===== config.mk =====
export PLATFORM = sky130hd
export DESIGN_NAME = loader_region_access_control
export DESIGN_NICKNAME = d
export VERILOG_FILES = /design/src/verilog/loader_access_pkg.sv /design/src/verilog/pin_sync.sv /design/src/verilog/event_flags.sv /design/src/verilog/loader_region_access_control.sv
export SDC_FILE = /design/constraint.sdc
export NUM_CORES = 1
export LEC_CHECK = 0
export ABC_AREA = 1
export BUFFER_PORTS_ARGS = -buffer_cell sky130_fd_sc_hd__buf_2
export CORE_ASPECT_RATIO = 1.4
export CORE_MARGIN = 2
export CORE_UTILIZATION = 50
export CTS_CLUSTER_SIZE = 14
export DETAILED_ROUTE_END_ITERATION = 8
export PLACE_DENSITY = 0.82
export SYNTH_ARGS = -nofsm -noshare
export SYNTH_HDL_FRONTEND = slang
export SYNTH_SLANG_ARGS = --single-unit

===== constraint.sdc =====
create_clock -name clk -period 3.1 [get_ports clk]
set_input_delay 0.31 -clock clk [delete_from_list [all_inputs] [get_ports clk]]
set_output_delay 0.31 -clock clk [all_outputs]
set_load 0.01 [all_outputs]

===== src/verilog/loader_access_pkg.sv =====
// Constants for the loader region access control block: register map, field
// positions, command and error codes, context encodings and reset values.
// Assumes a 32-bit AXI4-Lite register bus and byte addressing.
`default_nettype none
package loader_access_pkg;
  localparam int ADDR_W = 8;
  localparam logic [7:0] ADDR_CMD = 8'h00;
  localparam logic [7:0] ADDR_RESULT = 8'h04;
  localparam logic [7:0] ADDR_STATUS = 8'h08;
  localparam logic [7:0] ADDR_MASK = 8'h0C;
  localparam logic [7:0] ADDR_STATE = 8'h10;
  localparam logic [7:0] ADDR_PASSWORD = 8'h14;
  localparam logic [7:0] ADDR_LOCK = 8'h18;

  localparam logic [1:0] SYSTEM_REGION_CTX = 2'h0;
  localparam logic [1:0] LOADER_REGION_CTX = 2'h1;
  localparam logic [1:0] APPLICATION_REGION_CTX = 2'h2;

  localparam logic [7:0] CMD_STATUS = 8'h00;
  localparam logic [7:0] CMD_UNLOCK = 8'h10;
  localparam logic [7:0] CMD_PROTECTED_ACCESS = 8'h20;
  localparam logic [7:0] CMD_MASTER_ERASE = 8'h30;
  localparam logic [7:0] READ_REGION_CONTEXT_CMD = 8'hF0;
  localparam logic [7:0] WRITE_REGION_CONTEXT_CMD = 8'hF1;
  localparam logic [7:0] CMD_ERASE_SYSTEM = 8'hF2;
  localparam logic [7:0] CMD_ERASE_LOADER = 8'hF3;

  localparam logic [7:0] ERR_NONE = 8'h00;
  localparam logic [7:0] ERR_BAD_CONTEXT = 8'h01;
  localparam logic [7:0] ERR_LOCKED = 8'h02;
  localparam logic [7:0] ERR_UNKNOWN_CMD = 8'h03;
  localparam logic [7:0] ERR_NO_MATCH = 8'h04;

  localparam int ARG_LSB = 8;
  localparam int ERR_LSB = 8;
  localparam int LOCK_LSB = 4;
  localparam int PROT_BIT = 8;
  localparam int DBG_LOCK_BIT = 9;
  localparam int DBG_EN_BIT = 10;
  localparam int RUN_BIT = 11;

  localparam int EV_W = 3;
  localparam int EV_DONE = 0;
  localparam int EV_ERROR = 1;
  localparam int EV_ERASE = 2;

  localparam logic [2:0] LOCK_RESET = 3'h7;
  localparam logic [15:0] ERASED_WORD = 16'hFFFF;
  localparam logic [1:0] AXI_OKAY = 2'h0;
  localparam logic [1:0] AXI_SLVERR = 2'h2;
endpackage
`default_nettype wire


===== src/verilog/pin_sync.sv =====
// Three-stage synchroniser for a level from outside the clock domain.
// The output follows once the second and third stages agree.
`timescale 1ns/1ps
`default_nettype none
module pin_sync (
  input wire logic clk,
  input wire logic reset,
  input wire logic pin,
  output logic level
);
  logic stage1;
  logic stage2;
  logic stage3;

  always_ff @(posedge clk or posedge reset) begin
    if (reset) begin
      stage1 <= 1'b0;
      stage2 <= 1'b0;
      stage3 <= 1'b0;
    end else begin
      stage1 <= pin;
      stage2 <= stage1;
      stage3 <= stage2;
    end
  end

  always_ff @(posedge clk or posedge reset) begin
    if (reset) begin
      level <= 1'b0;
    end else if (stage2 == stage3) begin
      level <= stage3;
    end
  end
endmodule
`default_nettype wire


===== src/verilog/event_flags.sv =====
// Sticky event flags, write-one-to-clear, with a mask and one level interrupt.
// Assumes events and clears arrive as one-cycle pulses on the same clock.
`timescale 1ns/1ps
`default_nettype none
module event_flags #(
  parameter int W = 3
) (
  input wire logic clk,
  input wire logic reset,
  input wire logic [W-1:0] events,
  input wire logic [W-1:0] clearBits,
  input wire logic writeMask,
  input wire logic [W-1:0] maskValue,
  output logic [W-1:0] status,
  output logic [W-1:0] mask,
  output logic irq
);
  logic [W-1:0] next_status;

  // A new event beats a clear in the same cycle
  assign next_status = (status & ~clearBits) | events;

  always_ff @(posedge clk or posedge reset) begin
    if (reset) begin
      status <= '0;
    end else begin
      status <= next_status;
    end
  end

  always_ff @(posedge clk or posedge reset) begin
    if (reset) begin
      mask <= '0;
    end else if (writeMask) begin
      mask <= maskValue;
    end
  end

  always_ff @(posedge clk or posedge reset) begin
    if (reset) begin
      irq <= 1'b0;
    end else begin
      irq <= |(next_status & (writeMask ? maskValue : mask));
    end
  end
endmodule
`default_nettype wire


===== src/verilog/loader_region_access_control.sv =====
// Region context and password lock control for the code memory loader.
// Commands arrive as writes to the command register over AXI4-Lite; region
// presence, passwords and the debug word come from code memory and must be
// stable while configReady is high. configReady is an asynchronous pin.
//
// The register addresses and register access over AXI4-Lite were chosen for this implementation.
`timescale 1ns/1ps
`default_nettype none
module loader_region_access_control #(
  parameter int PW_W = 16
) (
  input wire logic clk,
  input wire logic reset,
  input wire logic [loader_access_pkg::ADDR_W-1:0] awaddr,
  input wire logic awvalid,
  output logic awready,
  input wire logic [31:0] wdata,
  input wire logic [3:0] wstrb,
  input wire logic wvalid,
  output logic wready,
  output logic [1:0] bresp,
  output logic bvalid,
  input wire logic bready,
  input wire logic [loader_access_pkg::ADDR_W-1:0] araddr,
  input wire logic arvalid,
  output logic arready,
  output logic [31:0] rdata,
  output logic [1:0] rresp,
  output logic rvalid,
  input wire logic rready,
  input wire logic configReady,
  input wire logic loaderPresent,
  input wire logic applicationPresent,
  input wire logic [PW_W-1:0] systemPassword,
  input wire logic [PW_W-1:0] loaderPassword,
  input wire logic [PW_W-1:0] applicationPassword,
  input wire logic [15:0] debugLockWord,
  input wire logic utilityRomActive,
  output logic irq,
  output logic protection_enable_bit,
  output logic debug_lockout_bit,
  output logic debugEnable,
  output logic eraseStart,
  output logic [1:0] eraseBaseRegion,
  output logic accessGrant,
  output logic [1:0] accessScope
);
  import loader_access_pkg::*;

  generate
    if (PW_W < 1 || PW_W > 32) begin : g_bad_width
      $error("PW_W must lie between 1 and 32");
    end
  endgenerate

  typedef enum logic {PH_WAIT, PH_RUN} phase_type;

  function automatic logic isMapped(input logic [ADDR_W-1:0] a);
    isMapped = (a == ADDR_CMD) || (a == ADDR_RESULT) || (a == ADDR_STATUS) ||
               (a == ADDR_MASK) || (a == ADDR_STATE) || (a == ADDR_PASSWORD) ||
               (a == ADDR_LOCK);
  endfunction

  function automatic logic [31:0] applyStrobe(input logic [31:0] old,
                                              input logic [31:0] data,
                                              input logic [3:0] strb);
    logic [31:0] r;
    r = old;
    for (int i = 0; i < 4; i++) begin
      if (strb[i]) begin
        r[8*i +: 8] = data[8*i +: 8];
      end
    end
    applyStrobe = r;
  endfunction

  function automatic logic [PW_W-1:0] regionPassword(input logic [1:0] c,
                                                     input logic [PW_W-1:0] s,
                                                     input logic [PW_W-1:0] l,
                                                     input logic [PW_W-1:0] a);
    case (c)
      LOADER_REGION_CTX: regionPassword = l;
      APPLICATION_REGION_CTX: regionPassword = a;
      default: regionPassword = s;
    endcase
  endfunction

  logic awHeld, wHeld, next_awHeld, next_wHeld, next_bvalid, next_rvalid, doWrite;
  logic cfgLevel, startDone, cmdFire, argValid, pwMatch, defaultBlank;
  logic [ADDR_W-1:0] awAddr;
  logic [31:0] wData;
  logic [3:0] wStrb;
  phase_type phase;
  logic [1:0] regionCtx, defaultCtx;
  logic [2:0] password_lock_bits;
  logic [PW_W-1:0] suppliedPassword, blankPw;
  logic [7:0] resultByte, errorCode, cmdCode, cmdArg;
  logic [EV_W-1:0] events, evStatus, evMask, clearBits;

  assign blankPw = '1;
  assign doWrite = awHeld && wHeld && !bvalid;
  assign startDone = (phase == PH_WAIT) && cfgLevel;
  assign cmdFire = doWrite && (awAddr == ADDR_CMD) && wStrb[0] && (phase == PH_RUN);
  assign cmdCode = wData[7:0];
  assign cmdArg = wData[ARG_LSB +: 8];
  // An encoding is accepted only if that region really exists
  assign argValid = (cmdArg == 8'(SYSTEM_REGION_CTX)) ||
                    (cmdArg == 8'(LOADER_REGION_CTX) && loaderPresent) ||
                    (cmdArg == 8'(APPLICATION_REGION_CTX) && applicationPresent);
  assign pwMatch = suppliedPassword ==
                   regionPassword(regionCtx, systemPassword, loaderPassword, applicationPassword);
  assign defaultCtx = applicationPresent ? APPLICATION_REGION_CTX :
                      loaderPresent ? LOADER_REGION_CTX : SYSTEM_REGION_CTX;
  assign defaultBlank = regionPassword(defaultCtx, systemPassword, loaderPassword,
                                       applicationPassword) == blankPw;
  assign clearBits = (doWrite && awAddr == ADDR_STATUS && wStrb[0]) ? wData[EV_W-1:0] : '0;

  pin_sync u_cfg_sync (
    .clk(clk),
    .reset(reset),
    .pin(configReady),
    .level(cfgLevel)
  );

  event_flags #(.W(EV_W)) u_flags (
    .clk(clk),
    .reset(reset),
    .events(events),
    .clearBits(clearBits),
    .writeMask(doWrite && awAddr == ADDR_MASK),
    .maskValue(EV_W'(applyStrobe(32'(evMask), wData, wStrb))),
    .status(evStatus),
    .mask(evMask),
    .irq(irq)
  );

  // Bus write side: address and data are taken in either order
  always_comb begin
    next_awHeld = awHeld || (awvalid && awready);
    next_wHeld = wHeld || (wvalid && wready);
    if (doWrite) begin
      next_awHeld = 1'b0;
      next_wHeld = 1'b0;
    end
    next_bvalid = bvalid ? !bready : doWrite;
    next_rvalid = rvalid ? !rready : (arvalid && arready);
  end

  always_ff @(posedge clk or posedge reset) begin
    if (reset) begin
      awHeld <= 1'b0;
      wHeld <= 1'b0;
      awready <= 1'b0;
      wready <= 1'b0;
      bvalid <= 1'b0;
      bresp <= AXI_OKAY;
      awAddr <= '0;
      wData <= '0;
      wStrb <= '0;
    end else begin
      awHeld <= next_awHeld;
      wHeld <= next_wHeld;
      bvalid <= next_bvalid;
      awready <= !next_awHeld && !next_bvalid;
      wready <= !next_wHeld && !next_bvalid;
      if (awvalid && awready) begin
        awAddr <= awaddr;
      end
      if (wvalid && wready) begin
        wData <= wdata;
        wStrb <= wstrb;
      end
      if (doWrite) begin
        bresp <= isMapped(awAddr) ? AXI_OKAY : AXI_SLVERR;
      end
    end
  end

  always_ff @(posedge clk or posedge reset) begin
    if (reset) begin
      arready <= 1'b0;
      rvalid <= 1'b0;
      rdata <= '0;
      rresp <= AXI_OKAY;
    end else begin
      rvalid <= next_rvalid;
      arready <= !next_rvalid;
      if (arvalid && arready) begin
        rresp <= isMapped(araddr) ? AXI_OKAY : AXI_SLVERR;
        case (araddr)
          ADDR_RESULT: rdata <= {16'h0000, errorCode, resultByte};
          ADDR_STATUS: rdata <= 32'(evStatus);
          ADDR_MASK: rdata <= 32'(evMask);
          ADDR_STATE: rdata <= 32'({phase == PH_RUN, debugEnable, debug_lockout_bit,
                                    protection_enable_bit, 1'b0, password_lock_bits,
                                    2'h0, regionCtx});
          default: rdata <= '0;
        endcase
      end
    end
  end

  always_ff @(posedge clk or posedge reset) begin
    if (reset) begin
      phase <= PH_WAIT;
    end else if (startDone) begin
      phase <= PH_RUN;
    end
  end

  // Startup settings: protection and debug lockout
  always_ff @(posedge clk or posedge reset) begin
    if (reset) begin
      protection_enable_bit <= 1'b1;
      debug_lockout_bit <= 1'b0;
      debugEnable <= 1'b0;
    end else begin
      if (startDone) begin
        protection_enable_bit <= systemPassword != blankPw;
        debug_lockout_bit <= debugLockWord != ERASED_WORD;
      end
      debugEnable <= !protection_enable_bit && !debug_lockout_bit;
    end
  end

  always_ff @(posedge clk or posedge reset) begin
    if (reset) begin
      suppliedPassword <= '0;
    end else if (doWrite && awAddr == ADDR_PASSWORD) begin
      suppliedPassword <= PW_W'(applyStrobe(32'(suppliedPassword), wData, wStrb));
    end
  end

  // Lock bits: a context write command never retests the new region; only startup tests the default one
  always_ff @(posedge clk or posedge reset) begin
    if (reset) begin
      password_lock_bits <= LOCK_RESET;
    end else if (startDone) begin
      password_lock_bits[defaultCtx] <= !defaultBlank;
    end else if (cmdFire && cmdCode == CMD_UNLOCK) begin
      password_lock_bits[regionCtx] <= !pwMatch;
    end else if (doWrite && awAddr == ADDR_LOCK && wStrb[0]) begin
      password_lock_bits[APPLICATION_REGION_CTX] <= wData[APPLICATION_REGION_CTX];
      if (utilityRomActive) begin
        password_lock_bits[1:0] <= wData[1:0];
      end
    end
  end

  always_ff @(posedge clk or posedge reset) begin
    if (reset) begin
      regionCtx <= SYSTEM_REGION_CTX;
    end else if (startDone) begin
      regionCtx <= defaultCtx;
    end else if (cmdFire && cmdCode == WRITE_REGION_CONTEXT_CMD && argValid) begin
      regionCtx <= cmdArg[1:0];
    end
  end

  // Command results; family 0 commands and the F2 and F3 erases never look at the context
  always_ff @(posedge clk or posedge reset) begin
    if (reset) begin
      resultByte <= '0;
      errorCode <= ERR_NONE;
      eraseStart <= 1'b0;
      eraseBaseRegion <= SYSTEM_REGION_CTX;
      accessGrant <= 1'b0;
      accessScope <= SYSTEM_REGION_CTX;
      events <= '0;
    end else begin
      eraseStart <= 1'b0;
      accessGrant <= 1'b0;
      events <= '0;
      if (cmdFire) begin
        events[EV_DONE] <= 1'b1;
        errorCode <= ERR_NONE;
        case (cmdCode)
          CMD_STATUS: begin
            resultByte <= errorCode;
            errorCode <= errorCode;
          end
          READ_REGION_CONTEXT_CMD: resultByte <= 8'(regionCtx);
          WRITE_REGION_CONTEXT_CMD: begin
            if (!argValid) begin
              errorCode <= ERR_BAD_CONTEXT;
              events[EV_ERROR] <= 1'b1;
            end
          end
          CMD_UNLOCK: begin
            if (!pwMatch) begin
              errorCode <= ERR_NO_MATCH;
              events[EV_ERROR] <= 1'b1;
            end
          end
          CMD_PROTECTED_ACCESS: begin
            if (password_lock_bits[regionCtx]) begin
              errorCode <= ERR_LOCKED;
              events[EV_ERROR] <= 1'b1;
            end else begin
              accessGrant <= 1'b1;
              accessScope <= regionCtx;
            end
          end
          CMD_MASTER_ERASE: begin
            eraseStart <= 1'b1;
            eraseBaseRegion <= regionCtx;
            events[EV_ERASE] <= 1'b1;
          end
          CMD_ERASE_SYSTEM, CMD_ERASE_LOADER: begin
            eraseStart <= 1'b1;
            eraseBaseRegion <= (cmdCode == CMD_ERASE_SYSTEM) ? SYSTEM_REGION_CTX :
                               LOADER_REGION_CTX;
            events[EV_ERASE] <= 1'b1;
          end
          default: begin
            errorCode <= ERR_UNKNOWN_CMD;
            events[EV_ERROR] <= 1'b1;
          end
        endcase
      end
    end
  end
endmodule
`default_nettype wire


==> flow_summary.json, run 1 <==
{
  "clockBufferDepth": 2,
  "hold_buffers": 0,
  "postLayoutCoreUtil": 0.5977,
  "htreeDepth": 3,
  "yosysMostFrequentCell": "nand2_1",
  "critPathArrivalTime_ps": 2770,
  "routabilityCongestion": 0.9195,
  "hold_class": "input port to async pin",
  "grt_overflow_total": 0,
  "synthArstFlopShare": 1.000,
  "cts_inserted_buffers": 9,
  "synth-xor-area-share": 0,
  "maxSlewHeadroom": 0.5601,
  "worstSetupStartpointType": "register",
  "root_buffer": "clkbuf_16",
  "p_leak_nw": 3.545,
  "synth_cell_types": 45,
  "fin_crit_ps": 2536,
  "clk_pin_slew_ps": 70,
  "die_area_um2": 12210,
  "netlist_top_cells_count": "280 x nand2_1, 91 x dfrtp_1, 82 x inv_1",
  "r2r-start": "regionCtx[0]",
  "synth_compound_area_frac": 0.09541,
  "netlist_area_um2": 5665,
  "synth_ff_type": "dfrtp_1",
  "fmax_ghz": 0.3943,
  "fin_crit_sh": 0.8181,
  "cap_violations": 0,
  "routedWlPerCell_um": 13.52,
  "synth_top_area_share": 0.4019,
  "grt_pass1_vias": 4935,
  "synth_cells": 788,
  "synth_simple_gate_area_frac": 0.3558,
  "reg2reg_slack_ps": 560,
  "grt_pass1_wl_um": 23140,
  "final_cells": 1068,
  "synth_warnings": 0,
  "p_total_mw": 4.704,
  "skew_ps": 8.986,
  "cts_resized": 0,
  "synth.area.mux_share": 0.003975,
  "grt_max_degree": 96,
  "synth_top_family_by_area": "simple AND/OR/NAND/NOR gates",
  "powerDensity_nw_per_um2": 704.8,
  "synthAdderAreaFrac": 0.008392,
  "boundaryPins": 178,
  "dpl.cell_count": 1052,
  "worst_ep_required_time_ps": 3340,
  "initial_core_util": 0.5074,
  "rr_endpoint": "events[1]",
  "setup_viol": 0,
  "syn2layout_area_growth_pct": 17.80,
  "cts_tree": "built",
  "status": "completed",
  "max-vdd-ir-drop_v": 0.0004682,
  "via_count": 5466,
  "remaining_drc_errors": 0,
  "cp-end-kind": "register",
  "core_area_um2": 11170,
  "ys_seq_elements": 95,
  "detail-route-antenna-nets": 0,
  "tns_ps": 0,
  "slew_viol_final": 0,
  "antenna_found_initial": 0,
  "cp_max_fo": 12,
  "die_w_um": 93.97,
  "nets": 1049,
  "drive_above_1_share": 0.2132,
  "critPathKind": "register to register",
  "drt_iter0_drc": 353,
  "postCtsSetupBuffers": 0,
  "gr-usage-all-layers": 0.2410,
  "finalHoldViolCount": 0,
  "io_buffers": 135,
  "dieHeight_um": 130.0,
  "rows": 46,
  "yosys.area.top_type": "dfrtp_1",
  "ff2ff_path_depth": 13,
  "synth_area_leaders": "dfrtp_1 40%, nand2_1 19%, nand3_1 6.0%",
  "drt_wl_total_um": 14440,
  "clkLatencyLatePin_ps": 350,
  "first_pass_iters": 5,
  "worst_pin_slew_ps": 658.2,
  "synth-edff-count": 0,
  "dp_hpwl_um": 10930,
  "ys_seq_area_frac": 0.4205,
  "cts.sink_count": 95,
  "rsz0062_at_grt": "no",
  "drt-vias-per-instance": 5.118,
  "syn_area_per_cell_um2": 7.190,
  "diodes": 0
}
==> worst max-delay path: stages, from the launching register on <==
cell	delay (ps)
dfrtp_1	450
inv_1	160
ha_1	560
inv_1	300
nand2_1	170
nand2_1	60
nand2_1	50
nand2_1	50
nor2_1	120
nand2_1	70
nor2_1	90
nand2_1	120
nand2_1	130
a21oi_1	80
==> placed cells by master, fill, tap and decap left out, types with 4 or more instances in the layout <==
master     instances
dfstp_2            4
inv_2              4
nand2_1          280
conb_1            24
nand3b_1           7
nor2_1            53
nor2_2             5
or2_2             10
buf_2            135
buf_4              4
inv_1             81
a21oi_1           24
clkbuf_16          9
nand4_1           17
nand3_1           68
a31oi_1            4
dfrtp_1           91
nor2_4             5
o21ai_0           50
==> registers in the layout, summed over array words and instances, names as in the netlist, 2 cells and up <==
register / count
accessScope: 2
awAddr: 8
eraseBaseRegion: 2
errorCode: 3
events: 2
password_lock_bits: 3
rdata: 10
regionCtx: 2
resultByte: 3
suppliedPassword: 16
u_flags.mask: 3
u_flags.status: 3
wData: 16
wStrb: 2
==> routing by layer <==
layer | global-route usage | vias up | share of wire
met5 | 0 | - | 0
met4 | 0.1083 | 0 | 0.036
met3 | 0.03522 | 31 | 0.050
met1 | 0.2966 | 2522 | 0.42
li1 | - | 2740 | -
met2 | 0.4185 | 173 | 0.50
==> final cells by class <==
type | instances | area (um^2)
fillers | 1043 | 4492
flip-flops and latches | 95 | 2382
well taps | 144 | 180.2
inverters | 87 | 327.8
repair buffers | 141 | 745.7
clock inverters | 6 | 92.59
clock buffers | 10 | 229.0
multi-input cells | 585 | 2716
==> kinds of logic (layout without fill, tap and decap cells) <==
family | count (synthesis) | after routing
AOI/OAI and AO/OA | 97 | 97
adders and majority gates | 4 | 4
buffers and inverters | 131 | 244
DFF | 95 | 95
muxes | 2 | 2
other | 1 | 24
and+or+nand+nor | 458 | 458
==> per-stage QoR <==
| step | hold slack [ps] | instance area [um^2] | setup WS [ps] |
|---|---|---|---|
| floorplan | 331.2 | 5752 | 319.6 |
| detailed placement | 334.7 | 6352 | 565.8 |
| global route | 63.85 | 6674 | 321.0 |
| global placement | 336.3 | 6352 | 602.8 |
| finish | 43.77 | 6674 | 563.8 |
| CTS | 67.64 | 6674 | 559.3 |
==> power breakdown <==
group | leakage, nW | switching, mW | total (mW) | internal [mW]
sequential | 1.19 | 0.265 | 1.84 | 1.58
combinational | 2.21 | 1.06 | 1.66 | 0.602
clock | 0.149 | 0.486 | 1.20 | 0.711
==> worst max-delay path by stage <==
stage,from,endpoint,slack [ps],cells past startpoint
finish,regionCtx[0],events[1],560,13
global placement,regionCtx[0],events[1],600,13
CTS,regionCtx[0],events[1],560,13
global route,regionCtx[0],events[1],320,13
floorplan,reset,accessGrant,320,1
detailed placement,regionCtx[0],events[1],570,13
(Power assumes the default switching activity.)
==> run 2: changes to the inputs <==
--- a/config.mk
+++ b/config.mk
@@ -5,14 +5,14 @@
 export SDC_FILE = /design/constraint.sdc
 export NUM_CORES = 1
 export LEC_CHECK = 0
-export ABC_AREA = 1
+export ABC_AREA = 0
 export BUFFER_PORTS_ARGS = -buffer_cell sky130_fd_sc_hd__buf_2
 export CORE_ASPECT_RATIO = 1.4
 export CORE_MARGIN = 2
 export CORE_UTILIZATION = 50
 export CTS_CLUSTER_SIZE = 14
 export DETAILED_ROUTE_END_ITERATION = 8
-export PLACE_DENSITY = 0.82
+export PLACE_DENSITY = 0.84
 export SYNTH_ARGS = -nofsm -noshare
 export SYNTH_HDL_FRONTEND = slang
 export SYNTH_SLANG_ARGS = --single-unit
==> constraint.sdc (replaced) <==
create_clock -name clk -period 2.45 [get_ports clk]
set_input_delay 0.245 -clock clk [delete_from_list [all_inputs] [get_ports clk]]
set_output_delay 0.245 -clock clk [all_outputs]
set_load 0.01 [all_outputs]
==> run 2 against run 1 <==
Effect of this change: the run now ends with setup timing left; sequential share of layout area is 0.71 points higher; highest routed layer unchanged; power rose by 11%; utilization grew 3.8 points; synthesized cell count decreased by 37%; critical endpoint is now password_lock_bits[0]; global-route usage is 1.0 points higher; critical path type unchanged.
==> flow_summary.json, run 2 <==
{
  "status": "complete, but fails checks",
  "violations": "setup timing",
  "final_common_cell": "buf_2",
  "yosys.area.top_type": "dfrtp_1",
  "slew_viol_final": 0,
  "drive_above_1_share": 0.3875,
  "die_w_um": 90.63,
  "skew_ps": 9.161,
  "die_area_um2": 11350,
  "routedWlPerCell_um": 17.56,
  "ys_seq_area_frac": 0.4535,
  "cp_max_fo": 3,
  "synth_warnings": 0,
  "synth-edff-count": 0,
  "synth_cells": 494,
  "final_cells": 796,
  "area.sequential_um2": 2382,
  "worst_pin_slew_ps": 802.6,
  "startpoint": "awAddr[0]",
  "grt_overflow_total": 0,
  "diodes": 0,
  "min_from": "rready",
  "fin_crit_ps": 2465,
  "antenna_found_initial": 0,
  "dpl.cell_count": 775,
  "synthArstFlopShare": 1.000,
  "max-vdd-ir-drop_v": 0.0006247,
  "routabilityCongestion": 0.9170,
  "p_leak_nw": 3.078,
  "synth_ff_type": "dfrtp_1",
  "cts_inserted_buffers": 9,
  "r2r-start": "awAddr[0]",
  "synth_top_area_share": 0.4335,
  "core_area_um2": 10290,
  "worst_slack_ps": -15.41,
  "multiInputGateArea_um2": 2709,
  "dieHeight_um": 125.3,
  "setup_viol": 1,
  "rows": 44,
  "n_fill_cell": 856,
  "worst_ep_required_time_ps": 2730,
  "critPathKind": "register to register",
  "gr-usage-all-layers": 0.2510,
  "finalHoldViolCount": 0,
  "rsz0062_at_grt": "yes",
  "cts_tree": "built",
  "io_buffers": 135,
  "cts.sink_count": 95,
  "syn2layout_area_growth_pct": 24.58,
  "grt_max_degree": 52,
  "cap_violations": 0,
  "synth_area_leaders": "dfrtp_1 43%, mux2_2 11%, xnor2_1 4.3%",
  "critPathArrivalTime_ps": 2740,
  "cp-end-kind": "register",
  "initial_core_util": 0.5102,
  "fin_crit_sh": 1.006,
  "reg2reg_slack_ps": -20,
  "grt_pass1_vias": 4489,
  "detail-route-antenna-nets": 0,
  "via_count": 4519,
  "hold_class": "input port to register",
  "final_cell_mix": "135 x buf_2, 91 x dfrtp_1, 52 x mux2_2",
  "dp_slack_ps": -10.25,
  "ys_seq_elements": 95,
  "largestRegisters": "suppliedPassword (16), wData (16), rdata (10)",
  "netlist_area_um2": 5253,
  "first_pass_iters": 5,
  "root_buffer": "clkbuf_16",
  "grt_pass1_wl_um": 22270,
  "syn_area_per_cell_um2": 10.63,
  "worstSetupStartpointType": "register",
  "nets": 783,
  "clkLatencyLatePin_ps": 350,
  "yosysMostFrequentCell": "dfrtp_1",
  "clockBufferDepth": 2,
  "maxSlewHeadroom": 0.4636,
  "synth_cell_types": 61,
  "dp_hpwl_um": 11080,
  "drt_wl_total_um": 13980,
  "htreeDepth": 3,
  "drt-vias-per-instance": 5.677,
  "boundaryPins": 178,
  "netlist_top_cells_count": "91 x dfrtp_1, 52 x mux2_2, 30 x nand2_1",
  "drt_iter0_drc": 202,
  "clk_pin_slew_ps": 70,
  "remaining_drc_errors": 0,
  "powerDensity_nw_per_um2": 798.5,
  "fmax_ghz": 0.4056
}
==> run 2: path summary, 6_finish.rpt <==
check	to	depth (start not counted)
worst max-delay path	password_lock_bits[0]	6
worst min-delay path	rvalid	2
worst max register to register	password_lock_bits[0]	6
max in group asynchronous	wData[15]	4
worst min register to register	u_cfg_sync.stage2	0
min in group asynchronous	rdata[4]	3
==> run 2: repair_timing <==
| action | 4_1_cts | 5_1_grt |
|---|---|---|
| resized for setup | 0 | 8 |
| endpoints found under the setup margin | 0 | 4 |
| hold buffers | 2 | 0 |
| setup buffers | 0 | 3 |
| hold endpoints to repair | 8 | 0 |
==> run 2: routing by layer <==
metal | vias up | GRT usage | part of all wire | routed length, um
met3 | 31 | 0.06325 | 0.053 | 744
li1 | 2101 | - | - | -
met1 | 2205 | 0.2771 | 0.38 | 5262
met5 | - | 0 | 0 | 0
met4 | 0 | 0.1050 | 0.029 | 403
met2 | 182 | 0.4548 | 0.54 | 7569
==> run 2: kinds of logic (layout without fill, tap and decap cells) <==
family                     count (synthesis)  after routing  share of synthesized area
and+or+nand+nor                          154            154                     0.1689
AOI/OAI and AO/OA                         98             98                     0.1355
DFF                                       95             95                     0.4535
muxes                                     57             57                     0.1210
buffers and inverters                     52            193                    0.05622
xor gates and xnor gates                  33             33                    0.05503
adders and majority gates                  4              4                   0.009053
other                                      1             24                  0.0007139
==> run 2: worst max-delay path: stages, from the launching register on <==
cell and delay, ps:
dfrtp_1 380, or4_4 580, nor3_4 150, nand4_1 250
o211a_4 330, or4_4 480, o211a_1 220
==> run 2: stage by stage <==
stage                     utilization  hold slack [ps]  power, mW  TNS [ps]  area (um^2)
after floorplan                     -            276.4      3.254         0         5344
after global placement         0.5997            217.5      3.821    -55.34         6173
after detailed placement       0.5997            219.2      3.898    -10.25         6173
after CTS                      0.6288            79.93      5.206         0         6474
after global routing           0.6356            93.22      5.516    -72.89         6544
final                          0.6356            84.54      5.225    -15.41         6544
==> run 2: final cells by class <==
cell class / instances / share of cell area
clock buffer: 9 / 0.03442
inverter: 10 / 0.006310
timing repair buffer: 167 / 0.1465
tap: 138 / 0.02639
sequential: 95 / 0.3641
clock inverter: 7 / 0.008413
multi-input combinational: 370 / 0.4140
==> run 2: report_power, final <==
group	total, mW	internal, mW	switching [mW]	leakage, nW
combinational	1.62	0.821	0.803	1.74
clock	1.31	0.699	0.607	0.138
sequential	2.29	1.94	0.354	1.20
